**config.mk**
```make
export PLATFORM = sky130hd
export DESIGN_NAME = rlc_l1_regs
export DESIGN_NICKNAME = d
export VERILOG_FILES = /design/src/hw/rlc_pkg.sv /design/src/hw/rlc_l1_regs.sv
export VERILOG_INCLUDE_DIRS = /design/src /design/src/hw
export SDC_FILE = /design/constraint.sdc
export NUM_CORES = 1
export LEC_CHECK = 0
export BUFFER_PORTS_ARGS = -buffer_cell sky130_fd_sc_hd__buf_2
export CAP_MARGIN = 20
export CORE_MARGIN = 2
export CORE_UTILIZATION = 42
export CTS_BUF_LIST = sky130_fd_sc_hd__clkbuf_4
export DETAILED_ROUTE_END_ITERATION = 12
export GPL_ROUTABILITY_DRIVEN = 1
export PLACE_DENSITY_LB_ADDON = 0.25
export SLEW_MARGIN = 10
export SYNTH_ARGS = -nofsm -noshare
export SYNTH_HDL_FRONTEND = slang
export SYNTH_SLANG_ARGS = --single-unit
```
**constraint.sdc**
```tcl
create_clock -name clock -period 5.2 [get_ports clock]
set_input_delay 0.26 -clock clock [delete_from_list [all_inputs] [get_ports clock]]
set_output_delay 0.26 -clock clock [all_outputs]
set_load 0.03 [all_outputs]
```
**src/hw/rlc_consts.svh**
```systemverilog
// constants for the layer-1 configuration register group
`ifndef RLC_CONSTS_SVH
`define RLC_CONSTS_SVH
`define RLC_OFF_L1_CTRL 12'h008
`define RLC_OFF_RATE 12'h00c
`define RLC_OFF_PROT 12'h010
`define RLC_BIT_TX_EN 0
`define RLC_BIT_ROLE 1
`define RLC_BIT_FORCE 2
`define RLC_BIT_INS_EN 3
`define RLC_BIT_FILT 8
`define RLC_BIT_AUTO 9
`define RLC_BIT_RX_VALID 24
`define RLC_RX_VER_LO 16
`define RLC_RATE_MIN 5'h01
`define RLC_VER_PLAIN 8'h01
`define RLC_VER_SCRAM 8'h02
`define RLC_FILTER_HF 3'h5
`endif

```
**src/hw/rlc_pkg.sv**
```systemverilog
// types for the layer-1 configuration register group
package rlc_pkg;
  typedef struct packed {
    logic psel;
    logic penable;
    logic pwrite;
    logic [11:0] paddr;
    logic [31:0] pwdata;
  } rlc_apb_req_t;
  typedef struct packed {
    logic pready;
    logic pslverr;
    logic [31:0] prdata;
  } rlc_apb_rsp_t;
  typedef struct packed {
    logic tx_enable;
    logic slave_role;
    logic force_sync;
    logic insert_en;
    logic [4:0] line_rate;
    logic [7:0] tx_prot_ver;
  } rlc_link_cfg_t;
  typedef struct packed {
    logic [7:0] rx_byte;
    logic rx_byte_ok;
    logic hf_strobe;
  } rlc_rx_ver_t;
endpackage

```
**src/hw/rlc_l1_regs.sv**
```systemverilog
// layer-1 configuration and protocol version registers, apb slave
//
// The implementer's own choice: the APB register port.
`timescale 1ns/1ps
`include "rlc_consts.svh"

// Summary of operation
// - bit 3 gates all control-table insertion; resets to zero.
// - with gate set, only entries flagged for insertion reach the frame.
// - bit 2 lets a slave try to synchronise without any master.
// - bit 1 picks role, 0 master, 1 slave; resets to build choice.
// - bit 0 enables transmission; resets to zero.
// - bits 4:0 choose the rate of the next synchronisation attempt.
// - a nonzero negotiated rate input overrides the register field.
// - rate field resets to the build-time line rate.
// - rate field writable only when rate negotiation is built in.
// - bit 24 flags a valid received protocol version byte.
// - bits 23:16 hold the received protocol version byte.
// - bit 9 enables protocol auto-negotiation, resets to one.
// - bit 8 filters received version across five hyperframes.
// - without negotiation, bits 9 and 8 read zero, unwritable.
// - bits 7:0 give transmitted version, 1 plain, 2 scrambled.
// - with auto-negotiation on, hardware rewrites the transmit version.
module rlc_l1_regs #(
  parameter bit SLAVE_ROLE_RST = 1'b0,
  parameter logic [4:0] LINE_RATE_RST = 5'h01,
  parameter bit RATE_NEGO_EN = 1'b1,
  parameter bit PROT_NEGO_EN = 1'b1,
  parameter int ENTRIES = 16
) (
  input wire logic clock,
  input wire logic rst_b,
  input wire rlc_pkg::rlc_apb_req_t apb_req,
  output rlc_pkg::rlc_apb_rsp_t apb_rsp,
  input wire logic [4:0] nego_rate,
  input wire rlc_pkg::rlc_rx_ver_t rx_ver,
  input wire logic scram_active,
  input wire logic [ENTRIES-1:0] entry_insert,
  output rlc_pkg::rlc_link_cfg_t link_cfg,
  output logic [ENTRIES-1:0] entry_gate
);
  import rlc_pkg::*;

  initial begin
    if (ENTRIES < 1 || ENTRIES > 256) begin
      $error("rlc_l1_regs: ENTRIES out of range");
    end
    if (LINE_RATE_RST == 5'h00) begin
      $error("rlc_l1_regs: line rate reset must be nonzero");
    end
  end

  // ==========================================================
  // state
  typedef struct packed {
    logic pready;
    logic [31:0] prdata;
    logic tx_en;
    logic slave;
    logic force_sync;
    logic ins_en;
    logic [4:0] rate_reg;
    logic [4:0] rate_eff;
    logic [7:0] tx_ver;
    logic auto_en;
    logic filt_en;
    logic [7:0] rx_ver;
    logic rx_valid;
    logic [7:0] cand;
    logic [2:0] cand_cnt;
    logic [ENTRIES-1:0] gate;
  } rlc_state_t;

  rlc_state_t s_q, s_d;

  function automatic logic hit(input logic [11:0] a, input logic [11:0] o);
    hit = (a == o);
  endfunction

  logic setup_w;
  logic acc_w;
  assign setup_w = apb_req.psel && !apb_req.penable;
  assign acc_w = apb_req.psel && apb_req.penable && s_q.pready;

  // ==========================================================
  // next state
  always_comb begin
    s_d = s_q;
    s_d.pready = setup_w;
    // register-bus writes, only known bits land
    if (acc_w && apb_req.pwrite) begin
      if (hit(apb_req.paddr, `RLC_OFF_L1_CTRL)) begin
        s_d.tx_en = apb_req.pwdata[`RLC_BIT_TX_EN];
        s_d.slave = apb_req.pwdata[`RLC_BIT_ROLE];
        s_d.force_sync = apb_req.pwdata[`RLC_BIT_FORCE];
        s_d.ins_en = apb_req.pwdata[`RLC_BIT_INS_EN];
      end
      if (hit(apb_req.paddr, `RLC_OFF_RATE) && RATE_NEGO_EN) begin
        s_d.rate_reg = apb_req.pwdata[4:0];
      end
      if (hit(apb_req.paddr, `RLC_OFF_PROT)) begin
        s_d.tx_ver = apb_req.pwdata[7:0];
        if (PROT_NEGO_EN) begin
          s_d.auto_en = apb_req.pwdata[`RLC_BIT_AUTO];
          s_d.filt_en = apb_req.pwdata[`RLC_BIT_FILT];
        end
      end
    end
    // negotiated rate wins while nonzero
    s_d.rate_eff = (nego_rate != 5'h00) ? nego_rate : s_d.rate_reg;
    // received version capture, optional five-hyperframe filter
    if (rx_ver.hf_strobe) begin
      if (!s_q.filt_en) begin
        s_d.rx_ver = rx_ver.rx_byte;
        s_d.rx_valid = rx_ver.rx_byte_ok;
      end else if (rx_ver.rx_byte != s_q.cand) begin
        s_d.cand = rx_ver.rx_byte;
        s_d.cand_cnt = 3'h1;
      end else if (s_q.cand_cnt < `RLC_FILTER_HF) begin
        s_d.cand_cnt = s_q.cand_cnt + 3'h1;
        if (s_d.cand_cnt == `RLC_FILTER_HF) begin
          s_d.rx_ver = rx_ver.rx_byte;
          s_d.rx_valid = rx_ver.rx_byte_ok;
        end
      end
    end
    // hardware owns transmit version while auto is on
    // a write that clears auto in the same cycle keeps its own version
    if (s_d.auto_en) begin
      s_d.tx_ver = scram_active ? `RLC_VER_SCRAM : `RLC_VER_PLAIN;
    end
    // insertion only when gate set and entry flagged
    s_d.gate = s_d.ins_en ? entry_insert : '0;
    // read data, reserved bits zero
    s_d.prdata = 32'h0;
    if (setup_w && !apb_req.pwrite) begin
      if (hit(apb_req.paddr, `RLC_OFF_L1_CTRL)) begin
        s_d.prdata[`RLC_BIT_TX_EN] = s_q.tx_en;
        s_d.prdata[`RLC_BIT_ROLE] = s_q.slave;
        s_d.prdata[`RLC_BIT_FORCE] = s_q.force_sync;
        s_d.prdata[`RLC_BIT_INS_EN] = s_q.ins_en;
      end
      if (hit(apb_req.paddr, `RLC_OFF_RATE)) begin
        s_d.prdata[4:0] = s_q.rate_reg;
      end
      if (hit(apb_req.paddr, `RLC_OFF_PROT)) begin
        s_d.prdata[7:0] = s_q.tx_ver;
        s_d.prdata[`RLC_BIT_FILT] = s_q.filt_en;
        s_d.prdata[`RLC_BIT_AUTO] = s_q.auto_en;
        s_d.prdata[`RLC_RX_VER_LO +: 8] = s_q.rx_ver;
        s_d.prdata[`RLC_BIT_RX_VALID] = s_q.rx_valid;
      end
    end
  end

  // ==========================================================
  // registers
  always_ff @(posedge clock) begin
    if (!rst_b) begin
      s_q <= '0;
      s_q.slave <= SLAVE_ROLE_RST;
      s_q.rate_reg <= LINE_RATE_RST;
      s_q.rate_eff <= LINE_RATE_RST;
      s_q.tx_ver <= `RLC_VER_PLAIN;
      s_q.auto_en <= PROT_NEGO_EN;
      s_q.filt_en <= PROT_NEGO_EN;
    end else begin
      s_q <= s_d;
    end
  end

  // ==========================================================
  // outputs
  assign apb_rsp.pready = s_q.pready;
  assign apb_rsp.pslverr = 1'b0;
  assign apb_rsp.prdata = s_q.prdata;
  assign link_cfg.tx_enable = s_q.tx_en;
  assign link_cfg.slave_role = s_q.slave;
  // force only meaningful in slave role; master ignores it
  assign link_cfg.force_sync = s_q.force_sync;
  assign link_cfg.insert_en = s_q.ins_en;
  assign link_cfg.line_rate = s_q.rate_eff;
  assign link_cfg.tx_prot_ver = s_q.tx_ver;
  assign entry_gate = s_q.gate;

  // ==========================================================
  // checks
  chk_gate_off: assert property (@(posedge clock) disable iff (!rst_b)
    !s_d.ins_en |=> s_q.gate == '0)
    else $error("insertion while gate clear");
  chk_gate_sel: assert property (@(posedge clock) disable iff (!rst_b)
    s_d.ins_en |=> s_q.gate == $past(entry_insert))
    else $error("gated entries differ from flags");
  chk_rate_nego: assert property (@(posedge clock) disable iff (!rst_b)
    nego_rate != 5'h00 |=> s_q.rate_eff == $past(nego_rate))
    else $error("negotiated rate not used");
  chk_rate_reg: assert property (@(posedge clock) disable iff (!rst_b)
    nego_rate == 5'h00 |=> s_q.rate_eff == s_q.rate_reg)
    else $error("register rate not used");
  chk_rate_ro: assert property (@(posedge clock) disable iff (!rst_b)
    !RATE_NEGO_EN |=> $stable(s_q.rate_reg))
    else $error("read-only rate changed");
  chk_nego_off: assert property (@(posedge clock) disable iff (!rst_b)
    !PROT_NEGO_EN |-> !s_q.auto_en && !s_q.filt_en)
    else $error("negotiation bits set without support");
  chk_auto_ver: assert property (@(posedge clock) disable iff (!rst_b)
    s_q.auto_en ##1 s_q.auto_en |-> s_q.tx_ver == (
      $past(scram_active) ? `RLC_VER_SCRAM : `RLC_VER_PLAIN))
    else $error("auto version not applied");
  chk_filt_hold: assert property (@(posedge clock) disable iff (!rst_b)
    s_q.filt_en && s_q.cand_cnt < 3'h4 && s_q.filt_en ##1 s_q.filt_en
      |-> $stable(s_q.rx_ver) || s_q.cand_cnt == `RLC_FILTER_HF)
    else $error("filtered version taken early");
  chk_rsv_zero: assert property (@(posedge clock) disable iff (!rst_b)
    apb_rsp.prdata[31:25] == 7'h0 && apb_rsp.prdata[15:10] == 6'h0)
    else $error("reserved bits nonzero");
  chk_ready_one: assert property (@(posedge clock) disable iff (!rst_b)
    setup_w |=> apb_rsp.pready)
    else $error("no ready after setup");
  cov_write_ctrl: cover property (@(posedge clock)
    acc_w && apb_req.pwrite && hit(apb_req.paddr, `RLC_OFF_L1_CTRL));
  cov_nego_rate: cover property (@(posedge clock) nego_rate != 5'h00);
  cov_filter_take: cover property (@(posedge clock)
    s_q.filt_en && s_q.cand_cnt == `RLC_FILTER_HF);

  // ==========================================================
  // check helpers, one per register access kind
  logic wr_l1_w;
  logic wr_rate_w;
  logic wr_prot_w;
  logic rd_l1_w;
  logic rd_rate_w;
  logic rd_prot_w;
  assign wr_l1_w = acc_w && apb_req.pwrite &&
    hit(apb_req.paddr, `RLC_OFF_L1_CTRL);
  assign wr_rate_w = acc_w && apb_req.pwrite &&
    hit(apb_req.paddr, `RLC_OFF_RATE);
  assign wr_prot_w = acc_w && apb_req.pwrite &&
    hit(apb_req.paddr, `RLC_OFF_PROT);
  assign rd_l1_w = setup_w && !apb_req.pwrite &&
    hit(apb_req.paddr, `RLC_OFF_L1_CTRL);
  assign rd_rate_w = setup_w && !apb_req.pwrite &&
    hit(apb_req.paddr, `RLC_OFF_RATE);
  assign rd_prot_w = setup_w && !apb_req.pwrite &&
    hit(apb_req.paddr, `RLC_OFF_PROT);

  // ==========================================================
  // write path checks
  chk_wr_txen: assert property (@(posedge clock) disable iff (!rst_b)
    wr_l1_w |=> s_q.tx_en == $past(apb_req.pwdata[`RLC_BIT_TX_EN]))
    else $error("transmit enable write lost");
  chk_wr_role: assert property (@(posedge clock) disable iff (!rst_b)
    wr_l1_w |=> s_q.slave == $past(apb_req.pwdata[`RLC_BIT_ROLE]))
    else $error("role write lost");
  chk_wr_force: assert property (@(posedge clock) disable iff (!rst_b)
    wr_l1_w |=> s_q.force_sync == $past(apb_req.pwdata[`RLC_BIT_FORCE]))
    else $error("forced sync write lost");
  chk_wr_insen: assert property (@(posedge clock) disable iff (!rst_b)
    wr_l1_w |=> s_q.ins_en == $past(apb_req.pwdata[`RLC_BIT_INS_EN]))
    else $error("insertion gate write lost");
  chk_wr_rate: assert property (@(posedge clock) disable iff (!rst_b)
    wr_rate_w && RATE_NEGO_EN |=>
      s_q.rate_reg == $past(apb_req.pwdata[4:0]))
    else $error("rate write lost");
  chk_rate_keep: assert property (@(posedge clock) disable iff (!rst_b)
    !wr_rate_w |=> $stable(s_q.rate_reg))
    else $error("rate field changed without write");
  chk_wr_auto: assert property (@(posedge clock) disable iff (!rst_b)
    wr_prot_w && PROT_NEGO_EN |=>
      s_q.auto_en == $past(apb_req.pwdata[`RLC_BIT_AUTO]))
    else $error("auto enable write lost");
  chk_wr_filt: assert property (@(posedge clock) disable iff (!rst_b)
    wr_prot_w && PROT_NEGO_EN |=>
      s_q.filt_en == $past(apb_req.pwdata[`RLC_BIT_FILT]))
    else $error("filter enable write lost");
  chk_wr_txver: assert property (@(posedge clock) disable iff (!rst_b)
    wr_prot_w && !(PROT_NEGO_EN && apb_req.pwdata[`RLC_BIT_AUTO]) |=>
      s_q.tx_ver == $past(apb_req.pwdata[7:0]))
    else $error("transmit version write lost");
  chk_txver_keep: assert property (@(posedge clock) disable iff (!rst_b)
    !s_q.auto_en && !wr_prot_w |=> $stable(s_q.tx_ver))
    else $error("transmit version changed by itself");

  // ==========================================================
  // read path checks
  chk_rd_l1: assert property (@(posedge clock) disable iff (!rst_b)
    rd_l1_w |=> apb_rsp.prdata == {28'h0, $past(s_q.ins_en),
      $past(s_q.force_sync), $past(s_q.slave), $past(s_q.tx_en)})
    else $error("control read data wrong");
  chk_rd_rate: assert property (@(posedge clock) disable iff (!rst_b)
    rd_rate_w |=> apb_rsp.prdata == {27'h0, $past(s_q.rate_reg)})
    else $error("rate read data wrong");
  chk_rd_prot: assert property (@(posedge clock) disable iff (!rst_b)
    rd_prot_w |=> apb_rsp.prdata == {7'h0, $past(s_q.rx_valid),
      $past(s_q.rx_ver), 6'h0, $past(s_q.auto_en), $past(s_q.filt_en),
      $past(s_q.tx_ver)})
    else $error("version read data wrong");
  chk_rd_idle: assert property (@(posedge clock) disable iff (!rst_b)
    !(rd_l1_w || rd_rate_w || rd_prot_w) |=> apb_rsp.prdata == 32'h0)
    else $error("read data outside a read");
  chk_ready_only: assert property (@(posedge clock) disable iff (!rst_b)
    !setup_w |=> !apb_rsp.pready)
    else $error("ready without setup");
  chk_no_err: assert property (@(posedge clock) disable iff (!rst_b)
    apb_rsp.pslverr == 1'b0)
    else $error("error response raised");

  // ==========================================================
  // receive path checks
  chk_rx_take: assert property (@(posedge clock) disable iff (!rst_b)
    rx_ver.hf_strobe && !s_q.filt_en |=>
      s_q.rx_ver == $past(rx_ver.rx_byte))
    else $error("received version not taken");
  chk_ok_take: assert property (@(posedge clock) disable iff (!rst_b)
    rx_ver.hf_strobe && !s_q.filt_en |=>
      s_q.rx_valid == $past(rx_ver.rx_byte_ok))
    else $error("received valid flag not taken");
  chk_filt_take: assert property (@(posedge clock) disable iff (!rst_b)
    rx_ver.hf_strobe && s_q.filt_en && rx_ver.rx_byte == s_q.cand &&
      s_q.cand_cnt == 3'h4 |=> s_q.rx_ver == $past(rx_ver.rx_byte))
    else $error("filtered version not taken on fifth");
  chk_rx_keep: assert property (@(posedge clock) disable iff (!rst_b)
    !rx_ver.hf_strobe |=> $stable(s_q.rx_ver) && $stable(s_q.rx_valid))
    else $error("received version moved between strobes");

  // ==========================================================
  // reset values, checked while reset is applied
  chk_rst_l1: assert property (@(posedge clock)
    !rst_b |=> !s_q.tx_en && !s_q.ins_en && !s_q.force_sync &&
      s_q.slave == SLAVE_ROLE_RST)
    else $error("control reset value wrong");
  chk_rst_rate: assert property (@(posedge clock)
    !rst_b |=> s_q.rate_reg == LINE_RATE_RST &&
      s_q.rate_eff == LINE_RATE_RST)
    else $error("rate reset value wrong");
  chk_rst_prot: assert property (@(posedge clock)
    !rst_b |=> s_q.tx_ver == `RLC_VER_PLAIN && s_q.rx_ver == 8'h0 &&
      !s_q.rx_valid && s_q.auto_en == PROT_NEGO_EN &&
      s_q.filt_en == PROT_NEGO_EN)
    else $error("version reset value wrong");
  cov_auto_scram: cover property (@(posedge clock)
    s_q.auto_en && scram_active);
  cov_read_prot: cover property (@(posedge clock) rd_prot_w);
endmodule

```
# ---- Word level (Yosys, flattened, before mapping)
# Cells that the tools add are included.
dict set report classes {
  n_addsub 1
  magnitude_cmp 1
  eq_ne 8
  mux 17
  reduce_logical 20
}
# op count
set op_table {}
lappend op_table {{$mux W9} 4}
lappend op_table {{$mux W10} 3}
lappend op_table {{$eq A12 B4 Y1 const B} 2}
lappend op_table {{$mux W5} 3}
lappend op_table {{$eq A12 B5 Y1 const B} 1}
lappend op_table {{$reduce_and A2 Y1} 5}
lappend op_table {{$reduce_and A3 Y1} 3}
lappend op_table {{$mux W8} 1}
lappend op_table {{$ne A8 B8 Y1} 1}
lappend op_table {{$mux W3} 2}
lappend op_table {{$mux W6} 1}
lappend op_table {{$reduce_bool A2 Y1} 3}
lappend op_table {{$logic_and A1 B1 Y1} 5}
lappend op_table {{$reduce_bool A5 Y1} 1}
lappend op_table {{$mux W4} 1}
lappend op_table {{$ne A2 B1 Y1 const B} 2}
lappend op_table {{$reduce_and A4 Y1} 1}
lappend op_table {{$add A3 B1 Y3 const B} 1}
lappend op_table {{$eq A3 B3 Y1 const B} 1}
lappend op_table {{$lt A3 B3 Y1 const B} 1}
lappend op_table {{$logic_not A1 Y1} 2}
lappend op_table {{$mux W2} 1}
lappend op_table {{$ne A2 B2 Y1 const B} 1}
lappend op_table {{$mux W1} 1}
dict set report word_totals {
  register_bits 93
  in_bits 81
  output_inout_bits 67
}

# ---- Longest topological paths before layout
# Gate-level depths: netlist of run 1.
dict set report depth {
  ltp_word 6
  depth_mapped 8
}

# ---- Least setup slack after synthesis of run 1
# No wires, ideal clock.
dict set report synth_path {
  path_type {in2reg}
  startpoint {in apb_req[40] (netlist name)}
  endpoint {reg s_q, in the netlist link_cfg[8]}
  setup_ps 137
  arrival_time_ps 1964
  setup_slack_ps 3099
  path_stages 7
  cell_sequence {or4_4 nor4_4 and3_1 buf_4 buf_8 mux2i_1 o211ai_2}
}
dict set report synth_between {
  elab_chain_cells 4
}
# element line
set synth_rtl {}
lappend synth_rtl {{start: declaration} rlc_l1_regs.sv:33} ;# input wire rlc_pkg::rlc_apb_req_t apb_req,
lappend synth_rtl {{$eq A12 B4 Y1} n/a}
lappend synth_rtl {{$mux W5} rlc_l1_regs.sv:98} ;# if (hit(apb_req.paddr, `RLC_OFF_RATE) && RATE_NEGO_EN) begin
lappend synth_rtl {{$mux W6} rlc_l1_regs.sv:91} ;# if (acc_w && apb_req.pwrite) begin
lappend synth_rtl {{$mux W5} rlc_l1_regs.sv:110} ;# s_d.rate_eff = (nego_rate != 5'h00) ? nego_rate : s_d.rate_reg;
lappend synth_rtl {{end: declaration} rlc_l1_regs.sv:74} ;# rlc_state_t s_q, s_d;
# No other way between the ends.
# A chain may end at the register's enable or synchronous reset.

# ---- Final worst setup path of run 1
# Ends and elaborated chain as after synthesis.

==> flow_summary.yaml, run 1 <==
power:
  total_switching_power_uw: 278
  share_comb_of_total_power_pct: 8.0
  pwr-share-seq_pct: 54.8
  clkPwrFrac_pct: 37.1
  power.internal_uw: 862
  vdd_ir_drop_max_uv: 111
  leakagePower_nw: 1.93
  power-per-cell-area_nw_per_um2: 284
  p_sw_share_pct: 24.4
floorplan:
  design.die.area_um2: 9520
  number_of_standard_cell_rows_in_the_floorplan: 34
  initial_utilization_pct: 42.8
  die_x_um: 97.6
  die-height_um: 97.6
  core_region_area_um2: 8590
  io-pin-count: 148
routing:
  total_via_count_after_detailed_routing: 2619
  vias_per_cell: 4.81
  drt_first_iter_violations: 109
  drt_pre_antenna_iters: 4
  detail_route.wl_per_cell_um: 13.1
  antenna_left: 0
  route.detailed.drc: 0
  route.final.wire_length_mm: 7.15
clock_tree:
  clock_tree.root_cell: "clkbuf_4"
  cts_inserted_buffers: 9
  postCtsResizedCells: 0
  cts-htree-levels: 3
  cts_num_sinks: 80
  clk_slew_on_worst_s_h_paths_ns: 0.15
  cts_tree: "built"
  clock_path_buffers: 2
  clk_latency_ns: 0.44
yosys:
  share_of_yosys_cell_area_claimed_by_the_top_area_cell_type_pct: 43.6
  yosys.cell_count.top_type: "dfxtp_1"
  ys.warnings.count: 0
  syn-mean-instance-area_um2: 9.68
  post_synthesis_cell_area_um2: 3680
  leading_cell_types_by_total_area_after_synthesis: "dfxtp_1 (44%), buf_4 (14%), mux2i_1 (4.6%)"
  synth_enable_flop_cells: 0
  synth-main-ff-cell: "dfxtp_1"
  ys_types: 47
  post_synth_inst_count: 380
  sequential_cell_area_fraction_in_the_yosys_report_pct: 43.6
  synth-async-reset-ratio_pct: 0
  synth_largest_area_cell: "dfxtp_1"
  yosys-top-cells-count: "dfxtp_1 (80), buf_4 (69), nand2_1 (22)"
  synth_seq_cells: 80
setup_path:
  crit_required_ns: 5.48
  end_kind: "flop"
  critical_path.max_fanout: 13
  cp_data_arrival_time_ns: 2.39
  worst_setup_path_start_kind: "input pin"
  criticalPathCategory: "in -> reg"
min_path:
  hp-class: "in -> reg"
layout:
  share_of_final_layout_standard_cells_stronger_than_drive_strength_1_pct: 35.9
  instances_no_fill: 545
  nets: 515
  area_growth_syn_to_layout_pct: 8.98
  n_antenna_cell: 0
  fillerInstances: 851
grt:
  first_pass_grt_wire_length_mm: 11.6
  gr-total-overflow: 0
  track_usage_pct: 15.1
  grt_start_max_net_pins: 82
  grtUsageMet3_pct: 4.03
  use_met2_pct: 22.3
  grt_antenna_before_repair: 0
  grt.busiest_layer: "met2"
  grt.met1_usage_pct: 20.4
  first_global_vias: 2466
timing:
  grt_setup_unrepaired: "false"
  fin_worst_skew_ns: 0.0257
  layout_setup_ws_ns: 3.10
  setup_tns_ns: 0
  relSlewSlack_pct: 53.1
  setup_viol: 0
  finalHoldViolCount: 0
  min_period_over_period_pct: 40.5
  timing_max_transition_violations_final: 0
  hold_slack_ns: 0.0421
  worst_pin_slew_ns: 0.703
  final_period_minus_worst_setup_slack_ns: 2.10
  maximum_clock_rate_ghz: 0.475
placement:
  place_hpwl_mm: 5.00
  setup_slack_after_placement_ns: 2.62
  finalWeightedCongestion: 0.782
  placed_cells: 527
  buffer_ports.inserted: 111
job:
  max_cap_violations: 0
run_status:
  run_status: "finished, final reports clean"
[path summary, 6_finish.rpt]
kind                    start           to  slack, ns  cells after the start
setup / recovery  apb_req[40]  link_cfg[8]       3.10                      6
setup reg to reg      s_q[17]      s_q[30]       3.15                      7
hold reg to reg       s_q[34]  apb_rsp[22]       0.46                      1
hold / removal    apb_req[46]  apb_rsp[33]       0.04                      3
[through the flow]
step | power (mW) | util, % | area [um2]
final | 1.14 | 46.6 | 4010
after global routing | 1.19 | 46.6 | 4010
after CTS | 1.15 | 46.5 | 4000
after detailed placement | 0.729 | 44.5 | 3830
after global placement | 0.727 | 44.5 | 3830
after floorplan | 0.704 | - | 3730
[power groups by stage]
stage / Combinational [mW] / Clock (mW) / Sequential (mW)
2_1_floorplan: 0.0663 / 0 / 0.637
3_3_place_gp: 0.0892 / 0 / 0.638
3_5_place_dp: 0.0905 / 0 / 0.638
4_1_cts: 0.0912 / 0.437 / 0.625
5_1_grt: 0.0998 / 0.466 / 0.626
6_report: 0.0917 / 0.423 / 0.625
[cell type report]
cell class,count,area (um2),area share [%]
clock buffers,11,82.6,2.06
clock inverters,5,81.3,2.03
inverters,5,18.8,0.468
multi-input cells,221,1500,37.4
flip-flops and latches,80,1600,40.0
well taps,108,135,3.37
repair buffers,115,588,14.7
[worst max-delay path: stages]
cell and delay [ns]:
buf_2 0.10, or4_4 0.58, nor4_4 0.42, and3_1 0.58, mux2i_1 0.34, o211ai_2 0.11
[layer usage]
layer | vias up | share of wire, %
met3 | 11 | 6.2
met2 | 82 | 45
met5 | - | 0
met4 | 0 | 1.8
met1 | 1210 | 47
li1 | 1316 | -
[repair_timing]
item,CTS,global route
hold buffers,1,0
hold endpoints to repair,1,0
setup buffers,0,0
[sequential cells by signal (all words and copies together) (netlist names)]
register and count:
s_q 27, apb_rsp 20, entry_gate 16, link_cfg 17
[logic make-up (layout without fill, tap and decap cells)]
kind of cell	after synthesis	after routing	synth area share, %
AND/OR/NAND/NOR	139	139	23.1
AO/OA/AOI/OAI	36	36	7.38
flip-flops	80	80	43.6
XOR/XNOR	8	8	1.91
buffers and inverters	92	136	17.0
adder cells (fa/ha/maj)	2	2	0.680
multiplexers	22	22	6.26
other	1	14	0.102
[placed cells by master (no fill, tap or decap), types with 3 or more instances in the layout]
master,count
a21oi_1,6
dfxtp_1,80
xor2_1,8
nor2_1,16
nand2_1,22
o211ai_1,5
buf_2,111
inv_1,5
and2_1,16
a22oi_1,4
conb_1,14
mux2i_1,17
nand3_1,8
clkbuf_4,11
a21boi_0,6
a31o_2,10
buf_4,3
or3_1,3
nand3b_1,15
nand4_1,7
mux2_2,4
nor2b_1,16
and3_1,17
Note: power is estimated with default switching activity, not from simulation.
==> run 2: changes to the inputs <==
==> constraint.sdc (replaced) <==
create_clock -name clock -period 1.78 [get_ports clock]
set_input_delay 0.089 -clock clock [delete_from_list [all_inputs] [get_ports clock]]
set_output_delay 0.089 -clock clock [all_outputs]
set_load 0.03 [all_outputs]
==> run 2 against run 1 <==
Net effect:
- the run now ends with setup timing left
- largest cell class unchanged
- sequential power increased to 2.9 times the previous value
- via count increased by 8.1%
- critical endpoint is now s_q[34]
- critical path depth increased by 1
- cell count increased by 11%
- die area unchanged
- worst setup slack got worse by 3.1 ns
- utilization increased by 7.4 points
- global-route usage increased by 0.83 points
- worst hold slack improved by 0.024 ns
- first-iteration DRC count increased by 11%
- combinational power increased to 3.8 times the previous value
==> flow_summary.yaml, run 2 (synthesis results as in run 1) <==
clock_tree:
  clock_path_buffers: 2
  clk_latency_ns: 0.41
  clk_slew_on_worst_s_h_paths_ns: 0.13
  clock_tree.root_cell: "clkbuf_4"
  cts_tree: "built"
  cts-htree-levels: 3
  cts_inserted_buffers: 9
  cts_num_sinks: 80
run_status:
  violations: "setup timing"
  run_status: "finished with violations"
floorplan:
  die_x_um: 97.6
  die-height_um: 97.6
  core_region_area_um2: 8590
  number_of_standard_cell_rows_in_the_floorplan: 34
  io-pin-count: 148
  design.die.area_um2: 9520
  initial_utilization_pct: 42.8
setup_path:
  cp_data_arrival_time_ns: 2.08
  criticalPathCategory: "reg -> reg"
  critical_path.max_fanout: 4
  worstPathCellList: "ha_4 -> or4b_4 -> a21oi_2 -> a32oi_2 -> buf_4 -> mux2i_1 -> nor2b_1"
  cpPeakStageDelay_ns: 0.48
  cp_top_family: "simple AND/OR/NAND/NOR gates"
  worst_setup_path_start_kind: "flop"
  critPathBufInv: 1
  crit_required_ns: 2.07
  critical-path-slowest-cell: "or4b_4"
  end_kind: "flop"
power:
  vdd_ir_drop_max_uv: 390
  leakagePower_nw: 2.23
  power-per-cell-area_nw_per_um2: 785
grt:
  first_pass_grt_wire_length_mm: 12.4
  first_global_vias: 2636
  gr-total-overflow: 0
  grt_antenna_before_repair: 0
  grt_start_max_net_pins: 81
  track_usage_pct: 15.9
placement:
  dpl-instance-area_um2: 3980
  setup_slack_after_placement_ns: -0.151
  finalWeightedCongestion: 0.813
  placed_cells: 544
  place_hpwl_mm: 5.28
  buffer_ports.inserted: 111
layout:
  area_growth_syn_to_layout_pct: 26.2
  fillerInstances: 822
  final_cell_mix: "buf_2 (111), dfxtp_1 (78), dlygate4sd3_1 (42)"
  n_antenna_cell: 0
  largest_register_ffs: 27
  layout.core_utilization_pct: 54.0
  share_of_final_layout_standard_cells_stronger_than_drive_strength_1_pct: 36.6
  nets: 574
  instances_no_fill: 603
  final_cell_area_um2: 4640
  final_common_cell: "buf_2"
  registers.top_by_ff_count: "s_q"
job:
  max_cap_violations: 0
timing:
  relSlewSlack_pct: 55.3
  worst_pin_slew_ns: 0.670
  setup_viol: 1
  final_period_minus_worst_setup_slack_ns: 1.79
  hold_slack_ns: 0.0666
  timing_max_transition_violations_final: 0
  maximum_clock_rate_ghz: 0.559
  layout_setup_ws_ns: -0.00740
  finalHoldViolCount: 0
  min_period_over_period_pct: 100
  fin_worst_skew_ns: 0.0241
  grt_setup_unrepaired: "true"
min_path:
  hp-class: "in -> reg"
routing:
  route.final.wire_length_mm: 7.64
  drt_first_iter_violations: 121
  total_via_count_after_detailed_routing: 2830
  drt_pre_antenna_iters: 4
  antenna_left: 0
  vias_per_cell: 4.69
  route.detailed.drc: 0
  detail_route.wl_per_cell_um: 12.7
-- run 2: cell count changes in the layout (fill, tap and decap cells not counted), moves of 2 or more --
cell           before  now
dlygate4sd3_1       1   42
bufinv_16           2    4
dfxtp_1            80   78
buf_4               3   20
-- run 2: where the power goes --
| part | internal, mW | switching (mW) |
|---|---|---|
| registers | 1.81 | 0.0137 |
| logic | 0.169 | 0.183 |
| clock network | 0.867 | 0.601 |
-- run 2: what timing repair did --
action                                  4_1_cts  5_1_grt
endpoints found under the setup margin        7       11
buffers inserted                              0        2
pin swaps                                     1        3
hold buffers                                 42        0
endpoints found under the hold margin        54        0
resized for setup                             3        1
-- run 2: worst min-delay path, delay by kind of cell --
kind,cells,cell delay (ns)
buf+inv,2,0.16
compound gates,1,0.11
simple gates,1,0.08
-- run 2: cell type report --
class / count / area, um2 / share of cell area (%)
Sequential cell: 80 / 1610 / 34.6
Multi-Input combinational cell: 221 / 1540 / 33.1
Timing Repair Buffer: 174 / 1140 / 24.5
Tap cell: 108 / 135 / 2.91
Clock inverter: 5 / 129 / 2.78
Clock buffer: 10 / 75.1 / 1.62
Inverter: 5 / 18.8 / 0.405
-- run 2: path summary, 6_finish.rpt --
path                start          end  slack (ns)  cells past startpoint
max reg2reg       s_q[17]      s_q[34]      -0.007                      7
max               s_q[17]      s_q[34]      -0.007                      7
min reg2reg       s_q[30]  apb_rsp[18]        0.46                      1
min          scram_active  link_cfg[0]        0.07                      4
-- run 2: through the flow --
stage                     TNS [ns]  power [mW]
after detailed placement     -5.08        2.14
after global routing        -0.462        3.81
final                     -0.00740        3.64
after floorplan              -1.24        2.06
after global placement       -4.03        2.14
after CTS                  -0.0108        3.68
-- run 2: layer usage --
layer	global-route usage, %	vias to the layer above	wire length (um)	part of all wire (%)
met4	5.24	0	95	1.2
met3	3.67	8	399	5.2
met2	26.1	82	3690	48
li1	-	1433	-	-
met5	0	-	0	0
met1	20.8	1307	3450	45
